$ cat config.mk
export PLATFORM = sky130hd
export DESIGN_NAME = pwi_intc
export DESIGN_NICKNAME = d
export VERILOG_FILES = /design/src/hw/pwi_pkg.sv /design/src/hw/pwi_edge.sv /design/src/hw/pwi_intc.sv
export SDC_FILE = /design/constraint.sdc
export NUM_CORES = 1
export LEC_CHECK = 0
export ABC_CLOCK_PERIOD_IN_PS = 10950
export CORE_AREA = 3 3 203 205
export CTS_BUF_LIST = sky130_fd_sc_hd__clkbuf_8
export DETAILED_ROUTE_END_ITERATION = 10
export DIE_AREA = 0 0 206 208
export DONT_BUFFER_PORTS = 1
export GPL_ROUTABILITY_DRIVEN = 0
export PLACE_DENSITY = 0.5
export SLEW_MARGIN = 20
export SYNTH_ARGS = -nofsm -noshare
export SYNTH_HDL_FRONTEND = slang
export SYNTH_SLANG_ARGS = --single-unit
$ cat constraint.sdc
create_clock -name ref_clk -period 10.95 [get_ports ref_clk]
set_clock_uncertainty 0.15 [all_clocks]
set_input_delay 2.19 -clock ref_clk [delete_from_list [all_inputs] [get_ports ref_clk]]
set_output_delay 2.19 -clock ref_clk [all_outputs]
set_load 0.005 [all_outputs]
$ cat src/hw/pwi_pkg.sv
package pwi_pkg;

    // Source counts.
    localparam int NUM_MASK = 21;
    localparam int NUM_EDGE = 6;
    localparam int NUM_MATCH = 7;
    localparam int NUM_SERIAL = 7;
    localparam int NUM_WIDE = 3;

    // Register byte offsets.
    localparam logic [7:0] REG_CTRL = 8'h00;
    localparam logic [7:0] REG_WDCLR = 8'h04;
    localparam logic [7:0] REG_MASK = 8'h08;
    localparam logic [7:0] REG_PEND = 8'h0C;
    localparam logic [7:0] REG_MACRO = 8'h10;
    localparam logic [7:0] REG_CTXSW = 8'h14;
    localparam logic [7:0] REG_PRIO_LO = 8'h18;
    localparam logic [7:0] REG_PRIO_HI = 8'h1C;
    localparam logic [7:0] REG_EDGECFG = 8'h20;
    localparam logic [7:0] REG_STATUS = 8'h24;

    // Control register fields.
    localparam int CTRL_WDT_RUN = 0;
    localparam int CTRL_WDT_SEL = 1;
    localparam int CTRL_WDT_FIRST = 3;
    localparam int CTRL_NMI_RISE = 4;
    localparam int CTRL_WIDE = 5;

    // Status register fields.
    localparam int STAT_NMI_PEND = 0;
    localparam int STAT_WDT_PEND = 1;
    localparam int STAT_REQ_VALID = 2;
    localparam int STAT_IN_SVC = 3;
    localparam int STAT_REQ_SRC = 8;

    // Reset values.
    localparam logic [NUM_MASK-1:0] MASK_RESET = 21'h1FFFFF;
    localparam logic [2*NUM_MASK-1:0] PRIO_RESET = 42'h3FFFFFFFFFF;
    localparam logic [1:0] WDT_SEL_RESET = 2'h3;

    // Source identifiers beyond the maskable ones (0 to 20).
    localparam logic [4:0] SRC_NMI = 5'h15;
    localparam logic [4:0] SRC_WDT = 5'h16;
    localparam logic [4:0] SRC_BRK = 5'h17;
    localparam logic [4:0] SRC_BANK_SWITCH_BREAK_INSTRUCTION = 5'h18;
    localparam logic [4:0] SRC_OPERR = 5'h19;

    // Vector table entries.
    localparam logic [15:0] VEC_BRK = 16'h003E;
    localparam logic [15:0] VEC_OPERR = 16'h003C;
    localparam logic [15:0] VEC_NMI = 16'h0002;
    localparam logic [15:0] VEC_WDT = 16'h0004;
    localparam logic [15:0] VEC_MASK_BASE = 16'h0006;

    // Operand check value.
    localparam logic [7:0] GUARD_OK = 8'hFF;

    typedef enum logic [1:0] {PWI_VECTORED, PWI_CONTEXT, PWI_MACRO} pwi_mode_t;

    typedef struct packed {
        logic [4:0] src;
        pwi_mode_t mode;
        logic [1:0] level;
        logic [15:0] vector;
    } pwi_req_t;

endpackage

$ cat src/hw/pwi_edge.sv
`timescale 1ns/1ps
module pwi_edge (
    // Clock and reset.
    input wire logic ref_clk,
    input wire logic rstn,
    // Pin and edge selection.
    input wire logic pinLevel,
    input wire logic riseEn,
    input wire logic fallEn,
    // One-cycle pulse on a selected edge.
    output logic edgeHit
);
    logic prev_ff;
    logic armed_ff;

    // The first sample after reset only primes the history, so a pin that sits high is no edge.
    always_ff @(posedge ref_clk or negedge rstn)
    begin
        if (!rstn)
        begin
            prev_ff <= 1'b0;
            armed_ff <= 1'b0;
        end
        else
        begin
            prev_ff <= pinLevel;
            armed_ff <= 1'b1;
        end
    end

    assign edgeHit = armed_ff & ((riseEn & pinLevel & ~prev_ff) | (fallEn & ~pinLevel & prev_ff));

endmodule // pwi_edge

$ cat src/hw/pwi_intc.sv
// Behaviour
// - Watchdog overflow before software clears it raises a nonmaskable request.
// - Once watchdog is enabled, software writes cannot stop it until reset.
// - A control bit picks watchdog or pin nonmaskable request first.
// - Vectored mode branches to handler; CPU pushes and pops PC and status word.
// - Context mode selects a register bank and saves PC and status there.
// - Macro mode starts a firmware transfer leaving PC and status word untouched.
// - Exactly 23 request sources exist beside software requests and operand error.
// - Both break instructions raise a software request outside the default order.
// - Each maskable source gets one of four levels for nesting and arbitration.
// - A macro request during a running macro service waits until it completes.
// - Equal levels resolve by fixed order, lower number wins, starting at 0.
// - Guarded writes raise operand error unless immediate XOR companion equals FFH.
// - Watchdog overflow is nonmaskable; no mask bit blocks it.
// - Pin nonmaskable request raises on the selected edge, never masked.
// - Edge inputs 0 to 3 take default orders 0 to 3, macro capable.
// - Compare matches take default orders 4 to 10, macro capable.
// - Timers 1 to 3 matches come from 8-bit or 16-bit compare per mode.
// - Edge 5, conversion done and seven serial requests take orders 12 to 20.
// - Vectored branch uses the source's table entry inside the lowest 64K.
`timescale 1ns/1ps
module pwi_intc #(
    parameter int WdtTopLog2 = 21
) (
    // Clock and reset.
    input wire logic ref_clk,
    input wire logic rstn,
    // APB slave.
    input wire logic psel,
    input wire logic penable,
    input wire logic pwrite,
    input wire logic [7:0] paddr,
    input wire logic [31:0] pwdata,
    output logic [31:0] prdata,
    output logic pready,
    output logic pslverr,
    // Request sources.
    input wire logic [pwi_pkg::NUM_EDGE-1:0] edgePin,
    input wire logic nmiPin,
    input wire logic [pwi_pkg::NUM_MATCH-1:0] matchNarrow,
    input wire logic [pwi_pkg::NUM_MATCH-1:0] matchWide,
    input wire logic convDone,
    input wire logic [pwi_pkg::NUM_SERIAL-1:0] serialReq,
    // Instruction events from the CPU.
    input wire logic breakInstr,
    input wire logic bankBreakInstr,
    input wire logic guardedWrite,
    input wire logic [7:0] guardImm,
    input wire logic [7:0] guardComp,
    // Request handshake with the CPU.
    output logic reqValid,
    output pwi_pkg::pwi_req_t reqInfo,
    input wire logic reqAck,
    input wire logic cpuReturn,
    input wire logic macroBusy,
    // Watchdog overflow pulse.
    output logic watchdogOverflowReq
);
    import pwi_pkg::*;

    typedef enum {ST_IDLE, ST_OFFER} pwi_state_t;

    pwi_state_t state_ff;
    logic wdtRun_ff, wdtFirst_ff, nmiRise_ff, nmiPend_ff, wdtPend_ff, wdtOvf_ff, pslverr_ff;
    logic [1:0] wdtSel_ff;
    logic [NUM_WIDE-1:0] wide_ff;
    logic [2:0] swPend_ff;
    logic [4:0] inSvc_ff;
    logic [NUM_MASK-1:0] mask_ff, pend_ff, macroEn_ff, ctxEn_ff;
    logic [2*NUM_MASK-1:0] prio_ff;
    logic [2*NUM_EDGE-1:0] edgeCfg_ff;
    logic [WdtTopLog2-1:0] wdtCnt_ff;
    logic [31:0] prdata_ff;
    pwi_req_t reqInfo_ff;

    // Bus decode.
    wire setupPh = psel & ~penable;
    wire wrEn = psel & penable & pwrite;
    wire wrCtrl = wrEn & (paddr == REG_CTRL);
    wire wrClr = wrEn & (paddr == REG_WDCLR);
    wire wrMask = wrEn & (paddr == REG_MASK);
    wire wrPend = wrEn & (paddr == REG_PEND);
    wire wrMacro = wrEn & (paddr == REG_MACRO);
    wire wrCtx = wrEn & (paddr == REG_CTXSW);
    wire wrPrioLo = wrEn & (paddr == REG_PRIO_LO);
    wire wrPrioHi = wrEn & (paddr == REG_PRIO_HI);
    wire wrEdge = wrEn & (paddr == REG_EDGECFG);
    wire addrHit = (paddr[1:0] == 2'h0) & (paddr <= REG_STATUS);
    wire [31:0] ctrlRd = {24'h0, wide_ff, nmiRise_ff, wdtFirst_ff, wdtSel_ff, wdtRun_ff};
    wire [31:0] statRd = {19'h0, reqInfo_ff.src, inSvc_ff, reqValid, wdtPend_ff, nmiPend_ff};
    wire [31:0] rdMux =
        (paddr == REG_CTRL) ? ctrlRd :
        (paddr == REG_MASK) ? {11'h0, mask_ff} :
        (paddr == REG_PEND) ? {11'h0, pend_ff} :
        (paddr == REG_MACRO) ? {11'h0, macroEn_ff} :
        (paddr == REG_CTXSW) ? {11'h0, ctxEn_ff} :
        (paddr == REG_PRIO_LO) ? prio_ff[31:0] :
        (paddr == REG_PRIO_HI) ? {22'h0, prio_ff[41:32]} :
        (paddr == REG_EDGECFG) ? {20'h0, edgeCfg_ff} :
        (paddr == REG_STATUS) ? statRd : 32'h0;

    assign pready = psel & penable;
    assign prdata = prdata_ff;
    assign pslverr = pslverr_ff;

    // Edge detectors for the six edge inputs and the nonmaskable pin.
    logic [NUM_EDGE-1:0] edgeHit;
    logic nmiHit;
    for (genvar g = 0; g < NUM_EDGE; g++)
    begin : g_edge
        pwi_edge u_edge (
            .ref_clk(ref_clk),
            .rstn(rstn),
            .pinLevel(edgePin[g]),
            .riseEn(edgeCfg_ff[2*g]),
            .fallEn(edgeCfg_ff[2*g+1]),
            .edgeHit(edgeHit[g])
        );
    end
    pwi_edge u_nmi_edge (
        .ref_clk(ref_clk),
        .rstn(rstn),
        .pinLevel(nmiPin),
        .riseEn(nmiRise_ff),
        .fallEn(~nmiRise_ff),
        .edgeHit(nmiHit)
    );

    // Timers 1 to 3 take their match from the wide pair when in 16-bit mode.
    wire [NUM_MATCH-1:0] wideVec = {wide_ff[2], wide_ff[1], wide_ff[1], wide_ff[0], wide_ff[0], 2'h0};
    wire [NUM_MATCH-1:0] matchSrc = (matchWide & wideVec) | (matchNarrow & ~wideVec);
    // Default order: edges 0-3, matches, edge 4, edge 5, conversion, serial.
    wire [NUM_MASK-1:0] maskSet =
        {serialReq, convDone, edgeHit[5], edgeHit[4], matchSrc, edgeHit[3:0]};

    // Watchdog interval is 2^(top - 2*(3-sel)) cycles.
    wire [2:0] wdtShift = {~wdtSel_ff, 1'b0};
    wire [WdtTopLog2-1:0] wdtLimit = {WdtTopLog2{1'b1}} >> wdtShift;
    wire wdtHit = wdtRun_ff & (wdtCnt_ff == wdtLimit);

    // Operand check for guarded writes.
    wire operrSet = guardedWrite & ((guardImm ^ guardComp) != GUARD_OK);

    // Current nesting level: lowest set in-service bit, 4 when none.
    wire [2:0] curLvl = inSvc_ff[0] ? 3'h0 : inSvc_ff[1] ? 3'h1 :
                        inSvc_ff[2] ? 3'h2 : inSvc_ff[3] ? 3'h3 : 3'h4;

    // Maskable arbitration: best level first, then lowest index.
    logic mFound;
    logic [1:0] mLvl;
    logic [4:0] mIdx;
    always_comb
    begin
        mFound = 1'b0;
        mLvl = 2'h3;
        mIdx = 5'h0;
        for (int i = 0; i < NUM_MASK; i++)
        begin
            if (pend_ff[i] && !mask_ff[i] && !inSvc_ff[4] &&
                (macroEn_ff[i] || ({1'b0, prio_ff[2*i+:2]} < curLvl)) &&
                (!mFound || (prio_ff[2*i+:2] < mLvl)))
            begin
                mFound = 1'b1;
                mLvl = prio_ff[2*i+:2];
                mIdx = 5'(i);
            end
        end
    end

    wire nmiAvail = ~inSvc_ff[4] & (nmiPend_ff | wdtPend_ff);
    wire pickWdt = wdtPend_ff & (wdtFirst_ff | ~nmiPend_ff);
    wire anyPick = ~macroBusy & ((|swPend_ff) | nmiAvail | mFound);
    wire [4:0] pickSrc =
        swPend_ff[0] ? SRC_BRK : swPend_ff[1] ? SRC_BANK_SWITCH_BREAK_INSTRUCTION : swPend_ff[2] ? SRC_OPERR :
        nmiAvail ? (pickWdt ? SRC_WDT : SRC_NMI) : mIdx;
    wire pickMask = (pickSrc < SRC_NMI);
    wire [15:0] maskVec = VEC_MASK_BASE + {10'h0, pickSrc, 1'b0};
    wire [15:0] pickVec =
        pickMask ? maskVec : (pickSrc == SRC_NMI) ? VEC_NMI : (pickSrc == SRC_WDT) ? VEC_WDT :
        (pickSrc == SRC_OPERR) ? VEC_OPERR : VEC_BRK;
    wire pwi_mode_t pickMode =
        (pickMask && macroEn_ff[pickSrc]) ? PWI_MACRO :
        ((pickMask && ctxEn_ff[pickSrc]) || pickSrc == SRC_BANK_SWITCH_BREAK_INSTRUCTION) ? PWI_CONTEXT :
        PWI_VECTORED;
    wire pwi_req_t pickReq = '{src: pickSrc, mode: pickMode, level: pickMask ? mLvl : 2'h0,
                               vector: pickVec};

    // Acceptance and flag clearing; a new event in the same cycle wins.
    wire ackNow = (state_ff == ST_OFFER) & reqAck;
    wire ackMask = ackNow & (reqInfo_ff.src < SRC_NMI);
    wire [NUM_MASK-1:0] ackClr = ackMask ? (21'h1 << reqInfo_ff.src) : 21'h0;
    wire [NUM_MASK-1:0] swClr = wrPend ? pwdata[NUM_MASK-1:0] : 21'h0;
    wire [NUM_MASK-1:0] nxt_pend = (pend_ff & ~ackClr & ~swClr) | maskSet;
    wire [2:0] swSet = {operrSet, bankBreakInstr, breakInstr};
    wire [2:0] swAck = {ackNow & (reqInfo_ff.src == SRC_OPERR), ackNow & (reqInfo_ff.src == SRC_BANK_SWITCH_BREAK_INSTRUCTION),
                        ackNow & (reqInfo_ff.src == SRC_BRK)};
    wire [2:0] nxt_swPend = (swPend_ff & ~swAck) | swSet;
    wire nxt_nmiPend = (nmiPend_ff & ~(ackNow & (reqInfo_ff.src == SRC_NMI))) | nmiHit;
    wire nxt_wdtPend = (wdtPend_ff & ~(ackNow & (reqInfo_ff.src == SRC_WDT))) | wdtHit;

    // Nesting stack: pop on return, push on accepted non-macro hardware requests.
    wire [3:0] lowClr = inSvc_ff[3:0] & (inSvc_ff[3:0] - 4'h1);
    wire [4:0] popped = !cpuReturn ? inSvc_ff : inSvc_ff[4] ? {1'b0, inSvc_ff[3:0]} : {1'b0, lowClr};
    wire [4:0] pushBit =
        (ackNow && reqInfo_ff.mode != PWI_MACRO && (reqInfo_ff.src == SRC_NMI || reqInfo_ff.src == SRC_WDT))
            ? 5'h10 :
        (ackMask && reqInfo_ff.mode != PWI_MACRO) ? (5'h1 << reqInfo_ff.level) : 5'h0;
    wire [4:0] nxt_inSvc = popped | pushBit;

    wire [WdtTopLog2-1:0] nxt_wdtCnt = (!wdtRun_ff || wrClr || wdtHit) ? '0 : wdtCnt_ff + 1'b1;
    wire nxt_wdtRun = wdtRun_ff | (wrCtrl & pwdata[CTRL_WDT_RUN]);

    assign reqValid = (state_ff == ST_OFFER);
    assign reqInfo = reqInfo_ff;
    assign watchdogOverflowReq = wdtOvf_ff;

    always_ff @(posedge ref_clk or negedge rstn)
    begin
        if (!rstn)
        begin
            wdtRun_ff <= 1'b0;
            wdtSel_ff <= WDT_SEL_RESET;
            wdtFirst_ff <= 1'b0;
            nmiRise_ff <= 1'b0;
            wide_ff <= '0;
            mask_ff <= MASK_RESET;
            pend_ff <= '0;
            macroEn_ff <= '0;
            ctxEn_ff <= '0;
            prio_ff <= PRIO_RESET;
            edgeCfg_ff <= '0;
            wdtCnt_ff <= '0;
            wdtOvf_ff <= 1'b0;
            nmiPend_ff <= 1'b0;
            wdtPend_ff <= 1'b0;
            swPend_ff <= '0;
            inSvc_ff <= '0;
            prdata_ff <= '0;
            pslverr_ff <= 1'b0;
        end
        else
        begin
            wdtRun_ff <= nxt_wdtRun;
            wdtCnt_ff <= nxt_wdtCnt;
            wdtOvf_ff <= wdtHit;
            pend_ff <= nxt_pend;
            swPend_ff <= nxt_swPend;
            nmiPend_ff <= nxt_nmiPend;
            wdtPend_ff <= nxt_wdtPend;
            inSvc_ff <= nxt_inSvc;
            if (wrCtrl)
            begin
                wdtSel_ff <= pwdata[CTRL_WDT_SEL+:2];
                wdtFirst_ff <= pwdata[CTRL_WDT_FIRST];
                nmiRise_ff <= pwdata[CTRL_NMI_RISE];
                wide_ff <= pwdata[CTRL_WIDE+:NUM_WIDE];
            end
            if (wrMask) mask_ff <= pwdata[NUM_MASK-1:0];
            if (wrMacro) macroEn_ff <= pwdata[NUM_MASK-1:0];
            if (wrCtx) ctxEn_ff <= pwdata[NUM_MASK-1:0];
            if (wrPrioLo) prio_ff[31:0] <= pwdata;
            if (wrPrioHi) prio_ff[41:32] <= pwdata[9:0];
            if (wrEdge) edgeCfg_ff <= pwdata[2*NUM_EDGE-1:0];
            if (setupPh)
            begin
                pslverr_ff <= ~addrHit;
                prdata_ff <= pwrite ? 32'h0 : rdMux;
            end
        end
    end

    always_ff @(posedge ref_clk or negedge rstn)
    begin
        if (!rstn)
        begin
            state_ff <= ST_IDLE;
            reqInfo_ff <= '0;
        end
        else
        begin
            case (state_ff)
                ST_IDLE:
                begin
                    if (anyPick)
                    begin
                        reqInfo_ff <= pickReq;
                        state_ff <= ST_OFFER;
                    end
                end
                ST_OFFER:
                begin
                    if (reqAck) state_ff <= ST_IDLE;
                end
                default: state_ff <= ST_IDLE;
            endcase
        end
    end

    property p_wdt_overflow;
        @(posedge ref_clk) disable iff (!rstn) wdtHit |=> wdtPend_ff && watchdogOverflowReq;
    endproperty
    a_wdt_overflow: assert property (p_wdt_overflow) else $error("watchdog overflow lost");

    property p_wdt_sticky;
        @(posedge ref_clk) disable iff (!rstn) wdtRun_ff |=> wdtRun_ff;
    endproperty
    a_wdt_sticky: assert property (p_wdt_sticky) else $error("watchdog stopped by software");

    property p_nmi_order;
        @(posedge ref_clk) disable iff (!rstn)
        (state_ff == ST_IDLE && swPend_ff == 3'h0 && nmiPend_ff && wdtPend_ff && !inSvc_ff[4] && !macroBusy)
        |=> reqValid && reqInfo.src == ($past(wdtFirst_ff) ? SRC_WDT : SRC_NMI);
    endproperty
    a_nmi_order: assert property (p_nmi_order) else $error("wrong nonmaskable order");

    property p_mode_sel;
        @(posedge ref_clk) disable iff (!rstn)
        (state_ff == ST_IDLE && anyPick && pickMask) |=>
        reqInfo.mode == ($past(macroEn_ff[pickSrc]) ? PWI_MACRO :
                         $past(ctxEn_ff[pickSrc]) ? PWI_CONTEXT : PWI_VECTORED);
    endproperty
    a_mode_sel: assert property (p_mode_sel) else $error("wrong handling mode");

    property p_macro_wait;
        @(posedge ref_clk) disable iff (!rstn) (state_ff == ST_IDLE && macroBusy) |=> !reqValid;
    endproperty
    a_macro_wait: assert property (p_macro_wait) else $error("request offered during macro");

    property p_operand;
        @(posedge ref_clk) disable iff (!rstn)
        (guardedWrite && (guardImm ^ guardComp) != 8'hFF) |=> swPend_ff[2];
    endproperty
    a_operand: assert property (p_operand) else $error("operand error missed");

    property p_break;
        @(posedge ref_clk) disable iff (!rstn)
        (state_ff == ST_IDLE && !macroBusy && (breakInstr || bankBreakInstr))
        |=> ##1 reqValid && (reqInfo.src == SRC_BRK || reqInfo.src == SRC_BANK_SWITCH_BREAK_INSTRUCTION || reqInfo.src == SRC_OPERR);
    endproperty
    a_break: assert property (p_break) else $error("software request not offered");

    property p_wdt_unmasked;
        @(posedge ref_clk) disable iff (!rstn)
        (state_ff == ST_IDLE && wdtPend_ff && !inSvc_ff[4] && !macroBusy) |=> reqValid;
    endproperty
    a_wdt_unmasked: assert property (p_wdt_unmasked) else $error("watchdog request blocked");

    property p_vector;
        @(posedge ref_clk) disable iff (!rstn)
        (reqValid && reqInfo.src < SRC_NMI) |-> reqInfo.vector == 16'h0006 + 16'(2 * reqInfo.src);
    endproperty
    a_vector: assert property (p_vector) else $error("wrong vector entry");

    property p_ack_clear;
        @(posedge ref_clk) disable iff (!rstn)
        (ackMask && !maskSet[reqInfo.src]) |=> !pend_ff[$past(reqInfo.src)];
    endproperty
    a_ack_clear: assert property (p_ack_clear) else $error("pending flag kept after accept");

endmodule // pwi_intc

==> impl_metrics.py <==
metrics = {
    "run_status": {
        "outcome": "finished clean",
    },
    "logic_synthesis": {
        "netlist.area_leader.share_pct": 29.3,
        "postSynthAreaPerCell_sq_um": 9.67,
        "synthDistinctLibCells": 92,
        "yosysTopAreaCell": "dfrtp_1",
        "syn_area_sq_mm": 0.0145,
        "ys_seq_elements": 235,
        "synth_commonest_cells": "170 x dfrtp_1, 128 x nand2_1, 126 x nor2_1",
        "synth-main-ff-cell": "dfrtp_1",
        "async_flop_share_pct": 100,
        "synth_edf_count": 0,
        "syn_inst": 1503,
        "synth_most_common_cell": "dfrtp_1",
        "ys_warn_count": 0,
        "synth_area_leaders": "dfrtp_1 29%, dfstp_2 12%, mux2_2 8.9%",
        "synth-seq-area-share_pct": 41.0,
    },
    "power_and_ir_drop": {
        "clock_power_share_pct": 39.2,
        "pwr_density_cell_mw_per_mm2": 145,
        "p_leak_uw": 0.00673,
        "p_sw_share_pct": 33.1,
        "combPwrFrac_pct": 20.5,
        "p_int_uw": 1560,
        "ir_drop_v": 0.000122,
        "p_sw_uw": 774,
        "seq_power_share_pct": 40.3,
    },
    "clocking": {
        "cts.sinks": 235,
        "numCtsBuffers": 46,
        "cts_tree": "yes",
        "h-tree-depth": 2,
        "root_buffer": "clkbuf_8",
        "clock_tree.buffer_depth": 3,
        "cts.clk_slew.worst_paths_ns": 0.06,
        "insertion_delay_ns": 0.64,
    },
    "floorplanning": {
        "start_util_pct": 36.7,
        "core_sq_mm": 0.0396,
        "chipWidth_um": 206,
        "ios": 157,
        "std_cell_rows": 73,
        "dieArea_sq_mm": 0.0428,
        "die_h_um": 208,
    },
    "critical_path": {
        "cp_slowest_stage_delay_ns": 0.50,
        "cp_common_cell": "ha_1",
        "endpoint_kind": "register",
        "cp.required_ns": 11.31,
        "startpoint_type": "register",
        "crit_fanout": 12,
        "worstRegToRegCells": 45,
        "cpMaxStageDelayCell": "or4_1",
        "crit_type": "reg -> reg",
        "critPathArrivalTime_ns": 10.70,
    },
    "drt": {
        "drtIter0Drc": 1158,
        "vias": 12700,
        "wl_mm": 53.6,
        "dr.pass1.iters": 7,
        "drc": 0,
        "viasPerCell": 6.15,
        "routedWlPerCell_um": 25.9,
        "ant_nets": 0,
    },
    "timing": {
        "setup_tns_ns": 0,
        "finalHoldViolations": 0,
        "slew_violations": 0,
        "finalCriticalPeriod_ns": 10.34,
        "post-route-period-util_pct": 94.4,
        "setup_viol_count_final": 0,
        "max_freq_mhz": 96.7,
        "worst_pin_slew_ns": 1.06,
        "relSlewSlack_pct": 28.9,
        "setup_slack_ns": 0.610,
    },
    "finish": {
        "stdcell_area_sq_mm": 0.0161,
        "diodes": 0,
        "area_growth_pct": 11.0,
        "drive_above_1_share_pct": 22.2,
        "final_nets": 1636,
    },
    "global_route": {
        "grt_pass1_vias": 12200,
        "grt_first_pass_wirelength_mm": 80.0,
        "grt_max_degree": 236,
        "grt_usage_pct": 24.6,
        "grt-ovfl-total": 0,
        "antenna_found_initial": 0,
    },
    "place": {
        "dp_worst_setup_slack_ns": 0.431,
        "hpwl_mm": 39.2,
        "port_buffers": 0,
        "place_area_sq_mm": 0.0151,
    },
    "hold_path": {
        "hold_depth": 1,
        "holdCritPathClass": "reg -> reg",
    },
    "run": {
        "cap_violations": 0,
    },
}
stage by stage:
step | cells | utilization (%) | power [uW] | hold WS (ns)
finish | 2073 | 40.7 | 2340 | 0.335
global route | 2073 | 40.7 | 2440 | 0.361
CTS | 2070 | 40.4 | 2340 | 0.336
detailed placement | 1985 | 38.1 | 1410 | 0.329
global placement | 1985 | 38.1 | 1410 | 0.323
floorplan | 1512 | - | 1260 | 0.305
worst max-delay path, delay by kind of cell, from the launching register on:
family,cells,cell delay [ns]
muxes,4,0.78
AOI/OAI and AO/OA,17,4.03
buffers and inverters,5,0.64
adders and majority gates,4,1.14
DFF,1,0.39
and+or+nand+nor,15,3.09
path summary, 6_finish.rpt:
path | slack [ns] | from | to
max | 0.61 | inSvc_ff[0] | reqInfo[19]
min | 0.34 | wdtCnt_ff[0] | wdtCnt_ff[0]
max reg2reg | 0.61 | inSvc_ff[0] | reqInfo[19]
min reg2reg | 0.34 | wdtCnt_ff[0] | wdtCnt_ff[0]
max in group asynchronous | 9.06 | rstn | mask_ff[5]
min in group asynchronous | 1.10 | rstn | prdata[23]
placed cells by master (no fill, tap or decap), types with 11 or more instances in the layout:
cell type and n:
dfrtp_1 170, nand2_1 128, nor2_1 123, mux2_2 115, o21ai_0 80, dfstp_2 65, inv_1 63, clkbuf_8 57
a21oi_1 53, nand3_1 43, buf_4 30, mux2i_1 29, ha_1 29, a22o_1 28, nand2b_1 24, xor2_1 23
o21a_1 20, o31ai_1 19, nand4_1 19, nor3_1 19, and2_1 19, nor3b_1 18, o211ai_1 17, a222oi_1 17
a22oi_1 15, a211oi_1 15, a21o_1 14, or2_2 13, o22ai_1 12, a31oi_1 12, and3_1 11, conb_1 11
routing by layer:
metal	vias to the layer above	wire, um	track usage [%]
met3	84	4010	4.77
met2	546	23600	36.7
met4	0	1710	7.94
met1	6386	24200	35.7
met5	-	0	0
li1	5730	-	-
flip-flops by register name (all words and copies together), names as in the netlist, 5 cells and up:
signal                 flops
prio_ff                   42
prdata                    32
ctxEn_ff                  21
macroEn_ff                21
mask_ff                   21
pend_ff                   21
wdtCnt_ff                 21
reqInfo                   15
edgeCfg_ff                12
g_edge.u_edge.prev_ff      6
inSvc_ff                   5
power by group through the flow:
stage               sequential [uW]  clock [uW]  combinational [uW]
floorplan                       931           0                 331
global placement                954           0                 453
detailed placement              954           0                 455
CTS                             940         940                 458
global route                    945         983                 515
finish                          942         916                 480
cell families after synthesis:
family	after synthesis	synth area share, %
AND/OR/NAND/NOR	476	16.3
AO/OA/AOI/OAI	458	23.4
flip-flops	235	41.0
multiplexers	147	11.2
buffers and inverters	124	3.72
adder cells (fa/ha/maj)	32	2.70
XOR/XNOR	29	1.75
other	2	0.0516
final cells by class:
cell class,count,area [sq um]
clock buffers,57,785
fillers,3944,23500
flip-flops and latches,235,5960
multi-input cells,1153,8180
well taps,525,657
inverters,45,171
repair buffers,30,225
clock inverters,28,156
repair_timing:
item / 4_1_cts / 5_1_grt
setup endpoints to repair: 0 / 7
hold buffers: 0 / 0
setup buffers: 0 / 3
resized for setup: 0 / 20
Power figures use the tool's default switching activity.
